--- src/rtl/ao_wave_pkg.sv ---
package ao_wave_pkg;

  // register byte offsets on the avalon slave
  localparam logic [5:0] OFS_CTRL = 6'h00;
  localparam logic [5:0] OFS_MODE = 6'h04;
  localparam logic [5:0] OFS_DIV = 6'h08;
  localparam logic [5:0] OFS_DELAY = 6'h0C;
  localparam logic [5:0] OFS_COUNT = 6'h10;
  localparam logic [5:0] OFS_HWMASK = 6'h14;
  localparam logic [5:0] OFS_SWMASK = 6'h18;
  localparam logic [5:0] OFS_SWDATA = 6'h1C;
  localparam logic [5:0] OFS_ROUTE = 6'h20;
  localparam logic [5:0] OFS_STATUS = 6'h24;
  localparam logic [5:0] OFS_SAMPLES = 6'h28;

  // command bit positions in the control register (write-only pulses)
  localparam int CTRL_START = 0;
  localparam int CTRL_STOP = 1;
  localparam int CTRL_HOST_PULSE = 2;
  localparam int CTRL_SIMUL_CLAIM = 3;
  localparam int CTRL_SIMUL_FREE = 4;
  localparam int CTRL_CLR_ERR = 5;

  // status bit positions
  localparam int STAT_UNDERFLOW = 5;
  localparam int STAT_DONE = 6;
  localparam int STAT_CFG_ERR = 7;
  localparam int STAT_SIMUL = 8;
  localparam int STAT_HOLD = 9;
  localparam int STAT_FULL = 10;
  localparam int STAT_LEVEL = 16;

  // values after reset
  localparam logic [15:0] DIV_RST = 16'h0064;
  localparam logic [15:0] DELAY_RST = 16'h0000;
  localparam logic [31:0] COUNT_RST = 32'h0000_0400;

  // fixed chassis geometry
  localparam int DATA_W = 16;
  localparam int CHAN_N = 32;
  localparam int CH_PER_MOD = 4;
  localparam int MOD_N = 8;
  localparam int PFI_N = 8;
  localparam int HW_CHAN_MAX = 16;

  typedef enum logic [1:0] {
    MODE_FINITE = 2'h0,
    MODE_REGEN = 2'h1,
    MODE_ONBOARD = 2'h2,
    MODE_NOREGEN = 2'h3
  } gen_mode_e;

  typedef enum logic [2:0] {
    GO_HOST = 3'h0,
    GO_PFI = 3'h1,
    GO_ACQ_REF = 3'h2,
    GO_ACQ_GO = 3'h3,
    GO_ANALOG = 3'h4,
    GO_INTERNAL = 3'h5
  } go_src_e;

  typedef enum logic [1:0] {
    HOLD_PFI = 2'h0,
    HOLD_INTERNAL = 2'h1,
    HOLD_ANALOG = 2'h2
  } hold_src_e;

  typedef enum logic [4:0] {
    SEQ_IDLE = 5'h01,
    SEQ_ARMED = 5'h02,
    SEQ_DELAY = 5'h04,
    SEQ_RUN = 5'h08,
    SEQ_DONE = 5'h10
  } seq_e;

  // layout of the mode register
  typedef struct packed {
    logic [3:0] tb_pfi;
    logic [3:0] strobe_pfi;
    logic [3:0] hold_pfi;
    logic [3:0] go_pfi;
    logic rsvd_a;
    hold_src_e hold_src;
    logic hold_high;
    logic hold_en;
    go_src_e go_src;
    logic [1:0] rsvd_b;
    logic go_falling;
    logic go_en;
    logic strobe_ext;
    logic tb_ext;
    gen_mode_e mode;
  } mode_reg_s;

  // update requests towards the output modules
  typedef struct packed {
    logic hw_strobe;
    logic [CHAN_N-1:0] hw_mask;
    logic [DATA_W-1:0] hw_data;
    logic sw_strobe;
    logic sw_simul;
    logic [CHAN_N-1:0] sw_mask;
    logic [DATA_W-1:0] sw_data;
  } mod_update_s;

endpackage

--- src/rtl/ao_waveform_timing_engine.sv ---
`timescale 1ns/1ps
// Contract
// - one hardware task, sixteen channels, software concurrent
// - reject module split between hardware and software
// - one conversion per software command, unpaced
// - single simultaneous task, unlimited, never with hardware
// - hardware samples always pass through fifo
// - finite mode stops after programmed count
// - continuous runs until stopped or a non-regeneration underflow, three sub-modes
// - regeneration: host refills fifo repeatedly
// - onboard: load once, replay, refuse writes
// - non-regeneration never replays, flags underflow
// - strobe updates all channels, source selectable
// - strobe divided from timebase, timebase never output
// - strobe routable to any output function line
// - start on trigger or software command
// - delay trigger to first sample, internal strobe
// - trigger source selectable, rising or falling edge
// - analog crossing start uses first selected edge
// - routed start trigger is active-high pulse
// - hold blocks new samples from next sample
// - onboard clock resumes at hold release
// - other strobe resumes on next edge after release
// - hold is level sensitive, polarity, selectable source
module ao_waveform_timing_engine
  import ao_wave_pkg::*;
#(
  parameter int FIFO_DEPTH = 64
) (
  input wire logic clk_sys,
  input wire logic resetn,
  input wire logic [5:0] avs_address,
  input wire logic avs_read,
  input wire logic avs_write,
  input wire logic [31:0] avs_writedata,
  input wire logic [3:0] avs_byteenable,
  output logic [31:0] avs_readdata,
  output logic avs_waitrequest,
  input wire logic smp_valid,
  input wire logic [DATA_W-1:0] smp_data,
  output logic smp_ready,
  input wire logic [PFI_N-1:0] pfi_in,
  output logic [PFI_N-1:0] pfi_out,
  output logic [PFI_N-1:0] pfi_oe,
  input wire logic acquire_reference_trigger,
  input wire logic acquire_go_trigger,
  input wire logic analog_cross_event,
  input wire logic internal_go_signal,
  input wire logic internal_hold_signal,
  output mod_update_s mod_update
);

  localparam int PW = $clog2(FIFO_DEPTH);
  localparam int LW = PW + 1;
  localparam logic [LW-1:0] FIFO_FULL_LVL = LW'(FIFO_DEPTH);

  // every piece of state but the sample store in one record
  typedef struct packed {
    logic ack;
    logic [31:0] rdata;
    mode_reg_s mode;
    logic [15:0] div;
    logic [15:0] delay;
    logic [31:0] count;
    logic [CHAN_N-1:0] hwmask;
    logic [CHAN_N-1:0] swmask;
    logic [PFI_N-1:0] route_oe;
    logic [PFI_N-1:0] route_go;
    seq_e seq;
    logic [15:0] tick_cnt;
    logic [15:0] delay_cnt;
    logic [31:0] samples;
    logic underflow;
    logic done;
    logic simul_busy;
    logic paused;
    logic kick;
    logic go_prev;
    logic [PW-1:0] rd_ptr;
    logic [PW-1:0] wr_ptr;
    logic [PW-1:0] head_ptr;
    logic [PW-1:0] last_ptr;
    logic [LW-1:0] level;
    logic [PFI_N-1:0] s1;
    logic [PFI_N-1:0] s2;
    logic [PFI_N-1:0] s3;
    logic [PFI_N-1:0] filt;
    logic [PFI_N-1:0] filt_prev;
    logic go_pulse;
    logic strobe_pulse;
    logic [PFI_N-1:0] pfi_out;
    mod_update_s upd;
  } st_s;

  st_s s_q;
  st_s s_d;
  logic [DATA_W-1:0] fifo_mem [FIFO_DEPTH];  // sample store
  logic push;  // host word accepted this cycle
  logic running;  // a hardware task owns the fifo
  logic go_raw;  // selected trigger level
  logic go_edge;  // selected edge seen
  logic hold_raw;
  logic hold_act;
  logic onboard;  // strobe from the divided onboard clock
  logic tb_tick;  // one timebase period
  logic ext_strobe;
  logic [PFI_N-1:0] rise;
  logic [31:0] stat;

  // byte-enable merge for register writes
  function automatic logic [31:0] be_merge(input logic [31:0] old, input logic [31:0] wd, input logic [3:0] be);
    logic [31:0] r;
    r = old;
    for (int b = 0; b < 4; b++) begin
      if (be[b]) begin
        r[b*8 +: 8] = wd[b*8 +: 8];
      end
    end
    return r;
  endfunction

  // number of channels claimed by the hardware task
  function automatic int unsigned ones(input logic [CHAN_N-1:0] v);
    int unsigned c;
    c = 0;
    for (int i = 0; i < CHAN_N; i++) begin
      c = c + int'(v[i]);
    end
    return c;
  endfunction

  assign running = (s_q.seq != SEQ_IDLE) && (s_q.seq != SEQ_DONE);
  // onboard replay locks the fifo once started; full always holds off the host
  assign smp_ready = (s_q.level != FIFO_FULL_LVL) && !(running && s_q.mode.mode == MODE_ONBOARD);
  assign push = smp_valid && smp_ready;
  // answer one cycle after the request is seen
  assign avs_waitrequest = (avs_read || avs_write) && !s_q.ack;
  assign avs_readdata = s_q.rdata;
  assign pfi_out = s_q.pfi_out;
  assign pfi_oe = s_q.route_oe;
  assign mod_update = s_q.upd;

  // next-state logic for bus, synchronisers and sequencer
  always_comb begin
    logic cfg_err;  // configuration that must be refused
    logic [31:0] wd;  // merged write value
    logic wr_start;
    logic wr_stop;
    logic host_pulse;
    logic div_strobe;
    logic sample;  // a sample starts now
    logic pop;
    s_d = s_q;
    cfg_err = 1'b0;
    wd = 32'h0000_0000;
    wr_start = 1'b0;
    wr_stop = 1'b0;
    host_pulse = 1'b0;
    sample = 1'b0;
    pop = 1'b0;
    div_strobe = 1'b0;
    // pulse outputs last one cycle
    s_d.ack = 1'b0;
    s_d.go_pulse = 1'b0;
    s_d.strobe_pulse = 1'b0;
    s_d.upd.hw_strobe = 1'b0;
    s_d.upd.sw_strobe = 1'b0;

    // pin synchronisers: a high counts once stages two and three agree, and drops as soon as they differ
    s_d.s1 = pfi_in;
    s_d.s2 = s_q.s1;
    s_d.s3 = s_q.s2;
    s_d.filt = (s_q.s2 & s_q.s3) | (s_q.filt & ~(s_q.s2 ^ s_q.s3));
    s_d.filt_prev = s_q.filt;
    rise = s_q.filt & ~s_q.filt_prev;

    // a module may not be split between the two kinds of task
    for (int m = 0; m < MOD_N; m++) begin
      if ((|s_q.hwmask[m*CH_PER_MOD +: CH_PER_MOD]) && (|s_q.swmask[m*CH_PER_MOD +: CH_PER_MOD])) begin
        cfg_err = 1'b1;
      end
    end
    if (ones(s_q.hwmask) > HW_CHAN_MAX) begin
      cfg_err = 1'b1;
    end

    // status word
    stat = 32'h0000_0000;
    stat[4:0] = s_q.seq;
    stat[STAT_UNDERFLOW] = s_q.underflow;
    stat[STAT_DONE] = s_q.done;
    stat[STAT_CFG_ERR] = cfg_err;
    stat[STAT_SIMUL] = s_q.simul_busy;
    stat[STAT_HOLD] = s_q.paused;
    stat[STAT_FULL] = (s_q.level == FIFO_FULL_LVL);
    stat[STAT_LEVEL +: LW] = s_q.level;

    // avalon slave: take request, answer next edge
    if ((avs_read || avs_write) && !s_q.ack) begin
      s_d.ack = 1'b1;
      if (avs_read) begin
        case (avs_address)
          OFS_MODE: s_d.rdata = s_q.mode;
          OFS_DIV: s_d.rdata = {16'h0000, s_q.div};
          OFS_DELAY: s_d.rdata = {16'h0000, s_q.delay};
          OFS_COUNT: s_d.rdata = s_q.count;
          OFS_HWMASK: s_d.rdata = s_q.hwmask;
          OFS_SWMASK: s_d.rdata = s_q.swmask;
          OFS_ROUTE: s_d.rdata = {16'h0000, s_q.route_go, s_q.route_oe};
          OFS_STATUS: s_d.rdata = stat;
          OFS_SAMPLES: s_d.rdata = s_q.samples;
          default: s_d.rdata = 32'h0000_0000;  // unmapped and write-only read zero
        endcase
      end
    end
    // a write lands where waitrequest is low
    if (avs_write && s_q.ack) begin
        case (avs_address)
          OFS_CTRL: begin
            wd = avs_byteenable[0] ? avs_writedata : 32'h0000_0000;
            wr_start = wd[CTRL_START];
            wr_stop = wd[CTRL_STOP];
            host_pulse = wd[CTRL_HOST_PULSE];
            if (wd[CTRL_SIMUL_CLAIM] && !running && !cfg_err) begin
              s_d.simul_busy = 1'b1;
            end
            if (wd[CTRL_SIMUL_FREE]) begin
              s_d.simul_busy = 1'b0;
            end
            if (wd[CTRL_CLR_ERR]) begin
              s_d.underflow = 1'b0;  // a later set in this cycle still wins
            end
          end
          // timing setup only changes while idle
          OFS_MODE: if (!running) begin
            s_d.mode = be_merge(s_q.mode, avs_writedata, avs_byteenable);
          end
          OFS_DIV: if (!running) begin
            wd = be_merge({16'h0000, s_q.div}, avs_writedata, avs_byteenable);
            s_d.div = wd[15:0];
          end
          OFS_DELAY: if (!running) begin
            wd = be_merge({16'h0000, s_q.delay}, avs_writedata, avs_byteenable);
            s_d.delay = wd[15:0];
          end
          OFS_COUNT: if (!running) begin
            s_d.count = be_merge(s_q.count, avs_writedata, avs_byteenable);
          end
          OFS_HWMASK: if (!running) begin
            s_d.hwmask = be_merge(s_q.hwmask, avs_writedata, avs_byteenable);
          end
          OFS_SWMASK: s_d.swmask = be_merge(s_q.swmask, avs_writedata, avs_byteenable);
          OFS_SWDATA: begin
            // each command is exactly one conversion; no pacing here
            if (!cfg_err && !(s_q.simul_busy && running)) begin
              s_d.upd.sw_strobe = 1'b1;
              s_d.upd.sw_data = avs_writedata[DATA_W-1:0];
              s_d.upd.sw_mask = s_q.swmask;
              s_d.upd.sw_simul = s_q.simul_busy;
            end
          end
          OFS_ROUTE: begin
            wd = be_merge({16'h0000, s_q.route_go, s_q.route_oe}, avs_writedata, avs_byteenable);
            s_d.route_oe = wd[7:0];
            s_d.route_go = wd[15:8];
          end
          default: ;  // unmapped writes are dropped
        endcase
    end

    // start trigger source and edge
    case (s_q.mode.go_src)
      GO_HOST: go_raw = host_pulse;
      GO_PFI: go_raw = s_q.filt[s_q.mode.go_pfi[2:0]];
      GO_ACQ_REF: go_raw = acquire_reference_trigger;
      GO_ACQ_GO: go_raw = acquire_go_trigger;
      GO_ANALOG: go_raw = analog_cross_event;
      GO_INTERNAL: go_raw = internal_go_signal;
      default: go_raw = 1'b0;
    endcase
    s_d.go_prev = go_raw;
    go_edge = s_q.mode.go_falling ? (s_q.go_prev && !go_raw) : (!s_q.go_prev && go_raw);

    // hold level and polarity
    case (s_q.mode.hold_src)
      HOLD_PFI: hold_raw = s_q.filt[s_q.mode.hold_pfi[2:0]];
      HOLD_INTERNAL: hold_raw = internal_hold_signal;
      HOLD_ANALOG: hold_raw = analog_cross_event;
      default: hold_raw = 1'b0;
    endcase
    hold_act = s_q.mode.hold_en && (hold_raw == s_q.mode.hold_high);

    // timebase: the system clock itself or an edge on a function line
    onboard = !s_q.mode.tb_ext && !s_q.mode.strobe_ext;
    tb_tick = s_q.mode.tb_ext ? rise[s_q.mode.tb_pfi[2:0]] : 1'b1;
    ext_strobe = rise[s_q.mode.strobe_pfi[2:0]];

    // sequencer
    case (s_q.seq)
      SEQ_IDLE, SEQ_DONE: begin
        s_d.tick_cnt = 16'h0000;
        s_d.paused = 1'b0;
        // refused while misconfigured or a simultaneous task holds the modules
        if (wr_start && !cfg_err && !s_q.simul_busy) begin
          s_d.done = 1'b0;
          s_d.samples = 32'h0000_0000;
          s_d.head_ptr = s_q.rd_ptr;
          s_d.last_ptr = s_q.wr_ptr - PW'(1);
          s_d.seq = s_q.mode.go_en ? SEQ_ARMED : SEQ_DELAY;
          s_d.delay_cnt = 16'h0000;
        end
      end
      SEQ_ARMED: begin
        if (go_edge) begin
          s_d.go_pulse = 1'b1;
          s_d.seq = SEQ_DELAY;
          s_d.delay_cnt = 16'h0000;
        end
      end
      SEQ_DELAY: begin
        // the delay is counted only when the strobe is made internally
        if (s_q.mode.strobe_ext || s_q.delay_cnt >= s_q.delay) begin
          s_d.seq = SEQ_RUN;
          s_d.kick = !s_q.mode.strobe_ext;
        end else if (tb_tick) begin
          s_d.delay_cnt = s_q.delay_cnt + 16'h0001;
        end
      end
      SEQ_RUN: begin
        if (tb_tick) begin
          if (s_q.tick_cnt + 16'h0001 >= s_q.div) begin
            div_strobe = 1'b1;
            s_d.tick_cnt = 16'h0000;
          end else begin
            s_d.tick_cnt = s_q.tick_cnt + 16'h0001;
          end
        end
        if (hold_act) begin
          // nothing new starts; an update already issued completes
          s_d.paused = 1'b1;
          if (onboard) begin
            s_d.tick_cnt = 16'h0000;
          end
        end else if (s_q.paused && onboard) begin
          sample = 1'b1;
          s_d.paused = 1'b0;
          s_d.tick_cnt = 16'h0000;
        end else if (s_q.kick) begin
          sample = 1'b1;
          s_d.kick = 1'b0;
          s_d.tick_cnt = 16'h0000;
        end else begin
          // other sources wait for the next strobe edge after release
          sample = s_q.mode.strobe_ext ? ext_strobe : div_strobe;
          if (sample) begin
            s_d.paused = 1'b0;
          end
        end
        if (sample) begin
          s_d.strobe_pulse = 1'b1;
          if (s_q.level == '0) begin
            // an empty fifo is an error only in non-regeneration mode
            if (s_q.mode.mode == MODE_NOREGEN) begin
              s_d.underflow = 1'b1;
              s_d.seq = SEQ_IDLE;
            end
          end else begin
            // all channels of the task take the same strobe
            s_d.upd.hw_strobe = 1'b1;
            s_d.upd.hw_data = fifo_mem[s_q.rd_ptr];
            s_d.upd.hw_mask = s_q.hwmask;
            s_d.samples = s_q.samples + 32'h0000_0001;
            if (s_q.mode.mode == MODE_ONBOARD) begin
              s_d.rd_ptr = (s_q.rd_ptr == s_q.last_ptr) ? s_q.head_ptr : s_q.rd_ptr + PW'(1);
            end else begin
              pop = 1'b1;
              s_d.rd_ptr = s_q.rd_ptr + PW'(1);
            end
            if (s_q.mode.mode == MODE_FINITE && s_q.samples + 32'h0000_0001 >= s_q.count) begin
              s_d.seq = SEQ_DONE;
              s_d.done = 1'b1;
            end
          end
        end
      end
      default: s_d.seq = SEQ_IDLE;
    endcase

    // stop ends any running task; non-regeneration also ends on underflow
    if (wr_stop && running) begin
      s_d.seq = SEQ_IDLE;
    end

    // fifo bookkeeping
    if (push) begin
      s_d.wr_ptr = s_q.wr_ptr + PW'(1);
    end
    s_d.level = s_q.level + LW'(push) - LW'(pop);

    // function line drive: start pulse or strobe, never the timebase
    for (int i = 0; i < PFI_N; i++) begin
      s_d.pfi_out[i] = s_q.route_go[i] ? s_d.go_pulse : s_d.strobe_pulse;
    end
  end

  // state register with synchronous reset
  always_ff @(posedge clk_sys) begin
    if (!resetn) begin
      s_q <= '0;
      s_q.seq <= SEQ_IDLE;
      s_q.div <= DIV_RST;
      s_q.delay <= DELAY_RST;
      s_q.count <= COUNT_RST;
    end else begin
      s_q <= s_d;
    end
  end

  // sample store; no reset needed, level guards reads
  always_ff @(posedge clk_sys) begin
    if (push) begin
      fifo_mem[s_q.wr_ptr] <= smp_data;
    end
  end

endmodule

--- config.mk ---
export PLATFORM = sky130hd
export DESIGN_NAME = ao_waveform_timing_engine
export DESIGN_NICKNAME = d
export VERILOG_FILES = /design/src/rtl/ao_wave_pkg.sv /design/src/rtl/ao_waveform_timing_engine.sv
export SDC_FILE = /design/constraint.sdc
export NUM_CORES = 2
export LEC_CHECK = 0
export ABC_AREA = 1
export ABC_CLOCK_PERIOD_IN_PS = 6690
export BUFFER_PORTS_ARGS = -buffer_cell sky130_fd_sc_hd__buf_2
export CORE_AREA = 2 2 466 468
export CTS_BUF_LIST = sky130_fd_sc_hd__clkbuf_8
export CTS_CLUSTER_DIAMETER = 80
export CTS_CLUSTER_SIZE = 40
export DETAILED_ROUTE_END_ITERATION = 16
export DIE_AREA = 0 0 468 470
export PLACE_DENSITY_LB_ADDON = 0.3
export SYNTH_ARGS = -nofsm -noshare
export SYNTH_HDL_FRONTEND = slang
export SYNTH_SLANG_ARGS = --single-unit
--- constraint.sdc ---
create_clock -name clk_sys -period 6.69 [get_ports clk_sys]
set_input_delay 1.0035 -clock clk_sys [delete_from_list [all_inputs] [get_ports clk_sys]]
set_output_delay 1.0035 -clock clk_sys [all_outputs]
set_load 0.01 [all_outputs]
== Yosys cells after proc, flatten, opt, wreduce, memory -nomap -nowiden ==
Memories as Yosys holds them, arrays and structs flattened. A register that Yosys moved wholly into a read port is not among the register bits.
Cells that the tools add are included.
Cells by class
  reduce and logical (&&, ||, !) cells: 101
  mux-type cells: 108
  equality and inequality tests: 44
  bitwise gates (word level): 10
  $add $sub $neg: 39
  order comparisons: 8
Operators by type and width (number)
  $pmux W32 S9: 1
  $mux W16: 9
  $reduce_and A4 Y1: 18
  $mux W1: 65
  $mux W32: 2
  $pmux W32 S2: 1
  $reduce_or A4 Y1: 16
  $mux W50: 1
  $mux W49: 1
  $mux W48: 1
  $pmux W16 S3: 1
  $reduce_and A3 Y1: 12
  $mux W5: 7
  $mux W34: 1
  $mux W33: 1
  $add A16 B1 Y16 const B: 2
  $add A31 B1 Y32: 1
  $add A32 B1 Y32 const B: 1
  $ge A16 B16 Y1: 2
  $ge A32 B32 Y1: 1
  $gt A32 B5 Y1 const B: 1
  $pmux W16 S2: 1
  $add A30 B1 Y31: 1
  $add A29 B1 Y30: 1
  other kinds (81): 162
Storage, ports and cells
  output and inout bits: 149
  memories: 1
  flip-flop bits (word level): 462
  input port bits: 76
  bits in writable memories: 1024
Memories
  fifo_mem: depth 64, width 16, read ports 1, clocked after Yosys merged registers in 1, wr ports 1, RTL line ao_waveform_timing_engine.sv:97  | logic [DATA_W-1:0] fifo_mem [FIFO_DEPTH];

== Longest topological paths before layout ==
  depth in word-level cells: 38
  gate-level depth with buffers: 36
  depth with buffers taken out: 34

== Worst setup path after synthesis ==
No wires, ideal clock.
  kind: reg2reg
  from: reg s_q[303] (netlist bit)
  to: reg s_q (netlist bit mod_update[38])
  required time: 6.604 ns
  path buffers: 2
  setup slack: 1.501 ns
  arrival time: 5.103 ns
  clock period less this slack: 5.189 ns
  stages on the path, launching flop included: 19
  setup time: 0.086 ns
  cells stage by stage: dfxtp_1 inv_1 fa_1 fa_1 fa_1 fa_1 fa_1 fa_1 inv_1 ha_1 fa_1 xnor2_1 nand4_1 nand3_1 and2_1 nand2_1 buf_2 buf_2 a211oi_1
Between the ends
  cells in the longest elaborated chain, start to end: 36
  elaborated cells on any way between the ends: 46
RTL lines
  from (decl): RTL line ao_waveform_timing_engine.sv:95  | st_s s_q;
  $add A1 B1 Y2: RTL line ao_waveform_timing_engine.sv:127  | c = c + int'(v[i]);
  $add A2 B1 Y3: RTL line ao_waveform_timing_engine.sv:127
  $add A3 B1 Y4: RTL line ao_waveform_timing_engine.sv:127
  $add A4 B1 Y5: RTL line ao_waveform_timing_engine.sv:127
  $add A5 B1 Y6: RTL line ao_waveform_timing_engine.sv:127
  $add A6 B1 Y7: RTL line ao_waveform_timing_engine.sv:127
  $add A7 B1 Y8: RTL line ao_waveform_timing_engine.sv:127
  $add A8 B1 Y9: RTL line ao_waveform_timing_engine.sv:127
  [20 not listed]
  $add A29 B1 Y30: RTL line ao_waveform_timing_engine.sv:127
  $add A30 B1 Y31: RTL line ao_waveform_timing_engine.sv:127
  $add A31 B1 Y32: RTL line ao_waveform_timing_engine.sv:127
  $gt A32 B5 Y1: RTL line ao_waveform_timing_engine.sv:183  | if (ones(s_q.hwmask) > HW_CHAN_MAX) begin
  $mux W1 *: RTL line ao_waveform_timing_engine.sv:183
  $logic_not A1 Y1 *: RTL line ao_waveform_timing_engine.sv:255  | if (!cfg_err && !(s_q.simul_busy && running)) begin
  $logic_and A1 B1 Y1 *: RTL line ao_waveform_timing_engine.sv:255
  $reduce_and A3 Y1 (no source line) *
Every way passes the cells marked *; elsewhere a longest branch is shown, timed or not.
A chain may end at the register's enable or synchronous reset.

== Worst setup path in the final report ==
  from: reg s_q[303] (netlist bit)
  to: reg s_q (netlist bit mod_update[9])
Same word-level chain as after synthesis.

==> out/results.ini <==
[sta]
fin_ws_ps = 480.8
slew_violations = 0
final.setup_skew_ps = 120.2
finalSetupTns_ps = 0
finalSetupViolations = 0
hold_viol_final = 0
final.min_clock_period_ps = 6209
relSlewSlack = 0.05005
finalCritPeriodShare = 0.9281
max_freq_mhz = 161.1
worst_pin_slew_ps = 1410
rsz0062_at_grt = no

[logic_synthesis]
ys_seq_area_frac = 0.6249
ys.flop_type = edfxtp_1
synth_area_um2 = 64200
avgSynthCellArea_um2 = 10.25
ys_types = 55
netlist_instances = 6262
synth-seq-cells = 1492
yosysTopAreaCell = edfxtp_1
yosysWarnings = 0
synth_top_area_frac = 0.4790
synth.area.top_cells = edfxtp_1 (48%), dfxtp_1 (15%), o21ai_0 (6.9%)
async_flop_share = 0
synth-edff-count = 1024
synth_nets = 6458

[die]
die_y_um = 470
boundaryPins = 225
die_x_um = 468
coreArea_um2 = 215700
dieArea_um2 = 220000
start_util = 0.2977
rows = 171

[setup_path]
cp_max_fo = 71
arrival_ps = 7030
critPathLaunchType = flip-flop
cp-end-kind = flip-flop
critical_path_class = flip-flop to flip-flop
worstPathRequired_ps = 7510

[outcome]
status = complete, no violations

[route]
vias = 46873
drt-met1-wl_um = 92020
highest_layer = met5
met2_length_um = 98750
drc = 0
wl_met3_um = 12730
post_drt_via_cell_ratio = 5.139
drt_iter0_markers = 4931
wl_per_cell_um = 23.26
drt-pass1-iter-count = 6
ant_nets = 0
wl_um = 212100

[clocking]
cts_made_buffers = 80
cts_sinks = 1492
ctsHoldBuffers = 0
clk_pin_slew_ps = 150
cts_buffer_depth = 3
htreeDepth = 3
cts_tree = built
cts_root_buf = clkbuf_8
cts_setup_buffers = 0
clock_latency_ps = 950

[worst_hold_path]
min_path_type = input port to flip-flop

[cells_and_area]
most-common-layout-cells = nor2_1 (1,071), edfxtp_1 (1,024), o21ai_0 (886)
area_growth_pct = 8.574
layout_commonest_cell = nor2_1
fin_nets = 6393
drive_gt1_frac = 0.08923

[placement]
gp_congestion = 0.9527
hpwl_um = 137600
port_buffers = 224
pre_cts_slack_ps = 530.0

[global_routing]
antenna_found_initial = 11
grt_max_degree = 179
grt_overflow = 0
grt_pass1_wl_um = 306200
track_usage = 0.1859
grt_pass1_vias = 43514

[power_and_ir_drop]
p_seq_frac = 0.609
p_int_w = 0.01181
power.share.clock = 0.318
power.density_nw_per_um2 = 235.2
ir_drop_mv = 0.1413
p_switching_w = 0.004585
leakage_nw = 24.44
comb_power_share = 0.073
swShare = 0.2796

[job]
maxCapViolCount = 0

==> sequential cells by signal, indices dropped and copies added, names as in the netlist, named ones only <==
| register | cells |
|---|---|
| fifo_mem | 1024 |
| s_q | 291 |
| mod_update | 99 |
| avs_readdata | 32 |
| s_d | 24 |
| pfi_oe | 8 |
| pfi_out | 8 |
==> repair_timing <==
action | CTS | global route
hold endpoints to repair | 0 | 0
gates resized for setup | 0 | 1
setup endpoints to repair | 0 | 3
==> Yosys cell counts (5+ instances only) <==
library cell,n
a211oi_1,83
a21oi_1,320
a221oi_1,16
a22oi_1,11
buf_1,10
buf_2,52
buf_4,156
buf_6,10
clkbuf_1,272
clkinv_1,5
dfxtp_1,468
edfxtp_1,1024
fa_1,25
ha_1,95
inv_1,458
inv_2,5
nand2_1,516
nand3_1,128
nand3_2,6
nand4_1,19
nor2_1,1071
nor2_2,5
nor3_1,54
nor4_1,15
o2111ai_1,11
o211ai_1,53
o21ai_0,886
o21ai_1,9
o221ai_1,52
o22ai_1,298
or2_1,10
or2_2,13
xnor2_1,11
xor2_1,50
==> worst paths after layout <==
check	depth (start not counted)	start	slack (ps)	endpoint
worst max register to register	18	s_q[303]	480	mod_update[9]
worst min register to register	2	s_d[140]	430	s_d[132]
worst min-delay path	3	pfi_in[2]	320	s_d[135]
worst max-delay path	18	s_q[303]	480	mod_update[9]
==> stage by stage <==
step | util | instance area [um2] | power [W] | hold WS [ps] | cells
detailed placement | 0.3125 | 67390 | 0.01138 | 411.7 | 8969
global route | 0.3232 | 69700 | 0.01692 | 252.7 | 9121
floorplan | - | 64200 | 0.01083 | 390.5 | 6262
CTS | 0.3231 | 69690 | 0.01653 | 221.5 | 9119
finish | 0.3232 | 69700 | 0.01640 | 322.3 | 9121
global placement | 0.3125 | 67390 | 0.01137 | 415.9 | 8969
==> area by class of cell <==
type,count,area (um2)
Inverter,468,1780
Fill cell,22106,146000
Tap cell,2854,3571
Antenna cell,2,5.005
Sequential cell,1492,40130
Multi-Input combinational cell,3801,19750
Clock buffer,82,1129
Clock inverter,68,1172
Timing Repair Buffer,354,2166
==> cell families (layout without fill, tap and decap cells) <==
logic type,Yosys count,in the layout,share of synthesized area
AO/OA/AOI/OAI,1761,1761,0.1544
XOR/XNOR,61,61,0.008322
adder cells (fa/ha/maj),120,120,0.02631
buffers and inverters,969,972,0.06798
flip-flops,1492,1492,0.6249
multiplexers,4,4,0.0006237
other,0,2,0
AND/OR/NAND/NOR,1855,1855,0.1174
==> metal layers <==
layer	up-vias	track usage
met1	23227	0.2541
met4	6	0.06805
li1	21661	-
met2	1694	0.3007
met3	285	0.02378
met5	-	0
==> power by group through the flow <==
stage,sequential [W],combinational (W),clock [W]
floorplan,0.0102,0.000667,0
global placement,0.0102,0.00118,0
detailed placement,0.0102,0.00119,0
CTS,0.00998,0.00119,0.00536
global route,0.00999,0.00128,0.00564
finish,0.00998,0.00120,0.00522
==> critical path, cell delays in order, from the launching register on <==
cell	delay, ps
dfxtp_1	410
inv_1	100
fa_1	570
fa_1	460
fa_1	510
fa_1	550
fa_1	440
fa_1	490
inv_1	40
ha_1	190
fa_1	420
xnor2_1	140
nand4_1	100
nand3_1	140
and2_1	250
nand2_4	620
buf_4	420
nor2_1	90
a211oi_1	170
Note: power is estimated with default switching activity, not from simulation.
